[src/lscs_pkg.sv]
// package for the led sink current select register group
// assumes ahb-lite slave with 32-bit data, word per register
package lscs_pkg;
    localparam int          NUM_PORTS       = 10;
    localparam int          LOW_PORTS       = 8;
    localparam int          HIGH_PORTS      = 2;
    localparam int          LEVEL_W         = 3;
    // printed offsets are not all multiples of four: kept as indices
    localparam logic [7:0]  IDX_SEL_LOW     = 8'h13;
    localparam logic [7:0]  IDX_SEL_HIGH    = 8'h14;
    localparam logic [7:0]  IDX_GLOBAL      = 8'h15;
    localparam logic [7:0]  RST_SEL_LOW     = 8'h00;
    localparam logic [1:0]  RST_SEL_HIGH    = 2'h0;
    localparam logic [2:0]  RST_GLOBAL      = 3'h7;
    // current unit: one step of half current in units of 1.25 ma
    localparam int          CODE_W          = 5;
    localparam logic [1:0]  HTRANS_NONSEQ   = 2'h2;
    localparam logic [2:0]  HSIZE_WORD      = 3'h2;

    typedef struct packed {
        logic [31:0] addr;
        logic        write;
        logic        valid;
    } lscs_req_s;
endpackage

[src/lscs_code.sv]
// per-port current code: full or half of the global level
// assumes the level and select change synchronously to clk
`timescale 1ns/1ns
`default_nettype none
module lscs_code
    import lscs_pkg::*;
(
    input  wire logic [LEVEL_W-1:0] level_i,
    input  wire logic               full_i,
    output logic      [CODE_W-1:0]  code_o
);
    // code in 1.25 ma units: full = 2*(level+1), half = level+1
    logic [CODE_W-1:0] steps;
    always_comb begin
        steps  = CODE_W'(level_i) + CODE_W'(1);
        code_o = full_i ? CODE_W'(steps << 1) : steps;
    end
endmodule
`default_nettype wire

[src/lscs_top.sv]
// register group and per-port sink current codes, ahb-lite slave
// assumes single word transfers; zero-wait, always okay
//
// Register access over AHB-Lite was left to the implementer.
`timescale 1ns/1ns
`default_nettype none
// Contract
// RULE1 - each port sinks half or full global current from its own bit.
// RULE2 - index 0x13 holds select bits for ports 0..7, 1 meaning full.
// RULE3 - index 0x14 bits 1:0 hold ports 8,9; upper bits ignored, read 0.
// RULE4 - index 0x15 bits 2:0 hold the global level; 7:3 ignored, read 0.
// RULE5 - full current is 2.5 ma times code plus one, half is its half.
// RULE6 - after reset the global level is 111, 20 ma full, 10 ma half.
// RULE7 - a select change reaches an active output with nothing else.
module lscs_top
    import lscs_pkg::*;
(
    input  wire logic                   clk_sys_i,
    input  wire logic                   rst_i,
    input  wire logic                   hsel_i,
    input  wire logic [31:0]            haddr_i,
    input  wire logic [1:0]             htrans_i,
    input  wire logic                   hwrite_i,
    input  wire logic [2:0]             hsize_i,
    input  wire logic [31:0]            hwdata_i,
    input  wire logic                   hready_i,
    output logic      [31:0]            hrdata_o,
    output logic                        hreadyout_o,
    output logic                        hresp_o,
    output logic      [NUM_PORTS-1:0]   port_full_o,
    output logic      [LEVEL_W-1:0]     global_level_o,
    output logic [NUM_PORTS*CODE_W-1:0] port_code_o
);

    // request taken in the address phase, used in the data phase
    lscs_req_s                req_q;
    lscs_req_s                req_d;
    logic                     take_addr;
    logic                     rd_now;
    logic                     wr_any;
    logic                     wr_low;
    logic                     wr_high;
    logic                     wr_level;

    // register state and the read word
    logic [LOW_PORTS-1:0]     low_sel_q;
    logic [LOW_PORTS-1:0]     low_sel_d;
    logic [HIGH_PORTS-1:0]    high_sel_q;
    logic [HIGH_PORTS-1:0]    high_sel_d;
    logic [LEVEL_W-1:0]       level_q;
    logic [LEVEL_W-1:0]       level_d;
    logic [31:0]              rdata_q;
    logic [31:0]              rdata_d;

    // word index; upper address bits alias onto the same words
    function automatic logic [7:0] reg_index(
        input logic [31:0] a
    );
        reg_index = a[9:2];
    endfunction

    // one decode shared by the write strobes and the read mux
    function automatic logic hits(
        input logic [31:0] a,
        input logic [7:0]  idx
    );
        hits = (reg_index(a) == idx);
    endfunction

    // unmapped words and unused bits read as zero
    function automatic logic [31:0] read_word(
        input logic [31:0]           a,
        input logic [LOW_PORTS-1:0]  low,
        input logic [HIGH_PORTS-1:0] high,
        input logic [LEVEL_W-1:0]    level
    );
        if (hits(a, IDX_SEL_LOW)) begin
            read_word = {24'h00_0000, low}; // RULE2
        end else if (hits(a, IDX_SEL_HIGH)) begin
            read_word = {30'h0000_0000, high}; // RULE3
        end else if (hits(a, IDX_GLOBAL)) begin
            read_word = {29'h0000_0000, level}; // RULE4
        end else begin
            read_word = 32'h0000_0000;
        end
    endfunction

    // bus decode: address phase taken, write strobes per register
    // hready is the bus's own, looped back from hreadyout
    always_comb begin
        take_addr = 1'b0;
        rd_now    = 1'b0;
        wr_any    = 1'b0;
        wr_low    = 1'b0;
        wr_high   = 1'b0;
        wr_level  = 1'b0;
        if (hsel_i && hready_i && (htrans_i == HTRANS_NONSEQ)) begin
            take_addr = 1'b1;
            rd_now    = !hwrite_i;
        end
        // a write lands only as its data phase completes
        if (req_q.valid && req_q.write && hready_i) begin
            wr_any = 1'b1;
        end
        // unmapped words fall through, so their writes are lost
        if (wr_any) begin
            if (hits(req_q.addr, IDX_SEL_LOW)) begin
                wr_low = 1'b1;
            end else if (hits(req_q.addr, IDX_SEL_HIGH)) begin
                wr_high = 1'b1;
            end else if (hits(req_q.addr, IDX_GLOBAL)) begin
                wr_level = 1'b1;
            end
        end
    end

    // request group; reset drops a transfer in flight
    always_comb begin
        req_d = '0;
        if (rst_i) begin
            req_d = '0;
        end else if (!hready_i) begin
            // data phase stretched: keep the pending request
            req_d = req_q;
        end else if (take_addr) begin
            req_d.addr  = haddr_i;
            req_d.write = hwrite_i;
            req_d.valid = 1'b1;
        end
    end

    always_ff @(posedge clk_sys_i) begin
        req_q <= req_d;
    end

    // low select group; reset leaves every port at half current
    // bit n of the word drives port n
    always_comb begin
        low_sel_d = low_sel_q;
        if (rst_i) begin
            low_sel_d = RST_SEL_LOW;
        end else if (wr_low) begin
            low_sel_d = hwdata_i[LOW_PORTS-1:0]; // RULE2
        end
    end

    always_ff @(posedge clk_sys_i) begin
        low_sel_q <= low_sel_d;
    end

    // high select group; bits 7:2 of the word are dropped here
    always_comb begin
        high_sel_d = high_sel_q;
        if (rst_i) begin
            high_sel_d = RST_SEL_HIGH;
        end else if (wr_high) begin
            high_sel_d = hwdata_i[HIGH_PORTS-1:0]; // RULE3
        end
    end

    always_ff @(posedge clk_sys_i) begin
        high_sel_q <= high_sel_d;
    end

    // global level group; bits 7:3 of the word are dropped here
    // a level of zero still leaves the lowest nonzero current
    always_comb begin
        level_d = level_q;
        if (rst_i) begin
            level_d = RST_GLOBAL; // RULE6
        end else if (wr_level) begin
            level_d = hwdata_i[LEVEL_W-1:0]; // RULE4
        end
    end

    always_ff @(posedge clk_sys_i) begin
        level_q <= level_d;
    end

    // read word registered in the address phase to stand in the data
    // phase; next values keep a write followed by a read coherent
    always_comb begin
        rdata_d = 32'h0000_0000;
        if (rst_i) begin
            rdata_d = 32'h0000_0000;
        end else if (!hready_i) begin
            // held while the data phase is stretched
            rdata_d = rdata_q;
        end else if (rd_now) begin
            rdata_d = read_word(haddr_i,
                                low_sel_d,
                                high_sel_d,
                                level_d); // RULE2 RULE3 RULE4
        end
    end

    always_ff @(posedge clk_sys_i) begin
        rdata_q <= rdata_d;
    end

    // zero wait states, so no error path is ever needed
    assign hreadyout_o    = 1'b1;
    assign hresp_o        = 1'b0;
    assign hrdata_o       = rdata_q;
    // hsize is not checked: every register is one whole word

    // straight from the registers so a select change acts at once
    assign port_full_o    = {high_sel_q, low_sel_q}; // RULE7
    assign global_level_o = level_q;

    // codes are plain decodes of flops: no path from the bus pins
    // one decoder per port, so every sink sees the same delay
    genvar g;
    generate
        for (g = 0; g < NUM_PORTS; g++) begin : g_port
            lscs_code u_code (
                .level_i (level_q),
                .full_i  (port_full_o[g]),
                .code_o  (port_code_o[g*CODE_W +: CODE_W])
            ); // RULE1 RULE5
        end
    endgenerate
endmodule
`default_nettype wire

[config.mk]
export PLATFORM = sky130hd
export DESIGN_NAME = lscs_top
export DESIGN_NICKNAME = d
export VERILOG_FILES = /design/src/lscs_pkg.sv /design/src/lscs_code.sv /design/src/lscs_top.sv
export SDC_FILE = /design/constraint.sdc
export NUM_CORES = 1
export LEC_CHECK = 0
export BUFFER_PORTS_ARGS = -buffer_cell sky130_fd_sc_hd__buf_4
export CORE_MARGIN = 1.5
export CORE_UTILIZATION = 40
export CTS_BUF_LIST = sky130_fd_sc_hd__clkbuf_4
export DETAILED_ROUTE_END_ITERATION = 7
export HOLD_SLACK_MARGIN = 0.02
export MAX_ROUTING_LAYER = met4
export PLACE_DENSITY = 0.83
export SYNTH_ARGS = -nofsm -noshare
export SYNTH_HDL_FRONTEND = slang
export SYNTH_SLANG_ARGS = --single-unit
[constraint.sdc]
create_clock -name clk_sys_i -period 2.9 [get_ports clk_sys_i]
set_input_delay 0.145 -clock clk_sys_i [delete_from_list [all_inputs] [get_ports clk_sys_i]]
set_output_delay 0.145 -clock clk_sys_i [all_outputs]
set_load 0.02 [all_outputs]
==> qor.tcl <==
set qor(design.die.area_mm2) 0.00556
set qor(yosys-top-cells-count) {nor2_1 (42), buf_4 (36), dfxtp_1 (31), mux2i_1 (21), nand2_1 (13)}
set qor(post-route-period-util) 0.769
set qor(route.detailed.vias_per_inst) 4.79
set qor(synth.ff_latch_count) 31
set qor(postCtsSetupBuffers) 0
set qor(first_global_vias) 1580
set qor(cpPeakStageDelay_ns) 0.58
set qor(max_slew_margin) 0.616
set qor(hold_path.class) {in2reg}
set qor(gr-total-overflow) 0
set qor(grt.total_usage) 0.177
set qor(clk_lat_worst_skew_ns) 0.32
set qor(worst_slew_pin_slew_ns) 0.576
set qor(residual_antenna_violating_net_count_after_detailed_routing) 0
set qor(synth_area_mm2) 0.00205
set qor(yosys-top-cells-area) {dfxtp_1 (30%), buf_4 (13%), mux2i_1 (10%)}
set qor(whs_endpoint) {req_q[8]}
set qor(grt_start_max_net_pins) 28
set qor(cp_slowest_cell) {or4b_4}
set qor(hold_viol_final) 0
set qor(status) {finished clean}
set qor(vias) 1878
set qor(first_iter_violations) 88
set qor(design.portCount) 171
set qor(max_cap_violations) 0
set qor(post-synth-top-area-cell) {dfxtp_1}
set qor(hold_depth) 3
set qor(post-dp-hpwl_um) 3830
set qor(post_route_insts_no_fill) 392
set qor(placement.cell_area_mm2) 0.00256
set qor(yosys.area.top_type_share) 0.303
set qor(numPlacedInstances) 384
set qor(cts_resized) 0
set qor(synth_cell_type_count) 40
set qor(floorplan.die.height_um) 74.5
set qor(multi_input_area_mm2) 0.00111
set qor(final_net_count) 399
set qor(start_util) 0.425
set qor(holdCritStartpoint) {haddr_i[6]}
set qor(initial_antenna_violation_count) 0
set qor(post_synth_inst_count) 254
set qor(areaGrowthSynthToFinish_pct) 28.9
set qor(synth_sequential_area_ratio) 0.303
set qor(finalWeightedCongestion) 0.731
set qor(crit_path_max_fanout) 7
set qor(placeableCoreArea_mm2) 0.00482
set qor(r2r_slack_ns) 0.67
set qor(fin_worst_skew_ns) 0.00645
set qor(first_pass_drt_iterations) 4
set qor(cts_hold_buffers) 0
set qor(arrival_ns) 2.43
set qor(clockBufferDepth) 2
set qor(cts_root_buf) {clkbuf_4}
set qor(timing.final.setup_violations) 0
set qor(reg2reg_to) {hrdata_o[0]}
set qor(fill_cells) 446
set qor(total_clock_sinks) 31
set qor(leakage_nw) 1.21
set qor(detailed_route_wl_um) 5020
set qor(critical_path.startpoint_type) {flop}
set qor(crit-reg2reg-launch) {req_q[7]}
set qor(cp_cell_sequence) {or4b_4 -> nor4_4 -> buf_4 -> mux2_2 -> a22oi_1 -> o211ai_1}
set qor(drcViolationCount) 0
set qor(cp-end-kind) {flop}
set qor(peakVddDrop_mv) 0.297
set qor(dieWidth_um) 74.5
set qor(power-per-cell-area_mw_per_mm2) 313
set qor(path_class) {reg2reg}
set qor(max_freq_mhz) 448
set qor(ys_async_sr_fraction) 0
set qor(yosys.cell_count.top_type) {nor2_1}
set qor(clock_h_tree_levels) 2
set qor(grt_setup_unrepaired) {false}
set qor(critical_path_required_ns) 3.10
set qor(final_design_area_no_fill_mm2) 0.00264
set qor(post_synth_edffs) 0
set qor(worst_setup_hold_path_clk_slew_ns) 0.09
set qor(setup-tns-final_ns) 0
set qor(yosys_most_used_dff) {dfxtp_1}
set qor(n_antenna_cell) 0
set qor(tritoncts) {yes}
set qor(cts_buffers) 5
set qor(global_route_wire_length_before_repair_um) 7450
set qor(port_buffers) 93
set qor(worstRegToRegCells) 6
set qor(area.sequential_um2) 621
set qor(postSynthAreaPerCell_um2) 8.06
set qor(layout-drive-gt1-share) 0.342
set qor(wl_per_cell_um) 12.8
set qor(layout_min_cycle_time_ns) 2.23
set qor(synth.yosys.warnings) 0
set qor(maxSlewViolCount) 0
set qor(site_rows) 25
-- logic make-up after synthesis --
family                     after synthesis  synth area share
DFF                                     31             0.303
other                                    2           0.00367
muxes                                   23             0.114
and+or+nand+nor                         94             0.249
xor gates and xnor gates                 1           0.00428
adders and majority gates                1           0.00611
buffers and inverters                   62             0.197
AOI/OAI and AO/OA                       40             0.123
-- area by class of cell --
class                           instances  share of cell area
Multi-Input combinational cell        185               0.422
Clock inverter                          3              0.0147
Sequential cell                        31               0.235
Timing Repair Buffer                   97               0.276
Tap cell                               67              0.0318
Inverter                                4             0.00569
Clock buffer                            5              0.0142
-- power by group --
| group | switching, W | leakage (nW) | total [W] | internal, W |
|---|---|---|---|---|
| Clock | 0.000143 | 0.0426 | 0.000320 | 0.000177 |
| Sequential | 0.00000120 | 0.250 | 0.000429 | 0.000427 |
| Combinational | 0.0000527 | 0.918 | 0.0000777 | 0.0000250 |
| Total | 0.000197 | 1.21 | 0.000826 | 0.000630 |
-- critical path, delay by kind of cell (launching register included) --
kind | cells | cell delay, ns
and+or+nand+nor | 2 | 0.91
DFF | 1 | 0.32
muxes | 1 | 0.35
AOI/OAI and AO/OA | 2 | 0.30
buffers and inverters | 1 | 0.23
-- per-layer routing --
metal	global-route usage	share of wire	up-vias
li1	-	-	933
met1	0.209	0.43	858
met2	0.314	0.49	82
met3	0.0285	0.067	5
met4	0.0424	0.0096	0
met5	-	0	-
-- state kept, by name (all words and copies together), names as in the netlist --
name            flops
hrdata_o            8
low_sel_q           8
high_sel_q          2
global_level_o      3
req_q              10
-- cells in the final DEF (no fill, tap or decap), types with 2 or more instances in the layout --
cell,n
buf_4,97
nor2_1,42
dfxtp_1,31
conb_1,26
mux2i_1,21
nand2_1,13
a21oi_1,11
a22oi_1,11
o21ai_0,10
and2_1,10
a22o_1,5
clkbuf_4,5
nor2b_1,4
inv_1,4
nand3_1,3
nand2b_1,3
nand3b_1,3
nor4_4,2
mux2_2,2
or3_1,2
o211ai_1,2
-- worst max-delay path by stage --
stage / start / to / depth (start not counted)
6_report: req_q[7] / hrdata_o[0] / 6
3_5_place_dp: req_q[7] / hrdata_o[0] / 6
2_1_floorplan: req_q[7] / hrdata_o[1] / 5
4_1_cts: req_q[7] / hrdata_o[0] / 6
3_3_place_gp: req_q[7] / hrdata_o[0] / 6
5_1_grt: req_q[7] / hrdata_o[0] / 6
-- stage by stage --
stage	utilization	hold WS (ns)	total power [W]	setup slack (ns)
floorplan	-	0.289	0.000513	0.730
global placement	0.532	0.390	0.000515	0.698
detailed placement	0.532	0.402	0.000516	0.687
CTS	0.548	0.0611	0.000832	0.667
global route	0.548	0.0757	0.000863	0.573
finish	0.548	0.0652	0.000826	0.669
(Power assumes the default switching activity.)
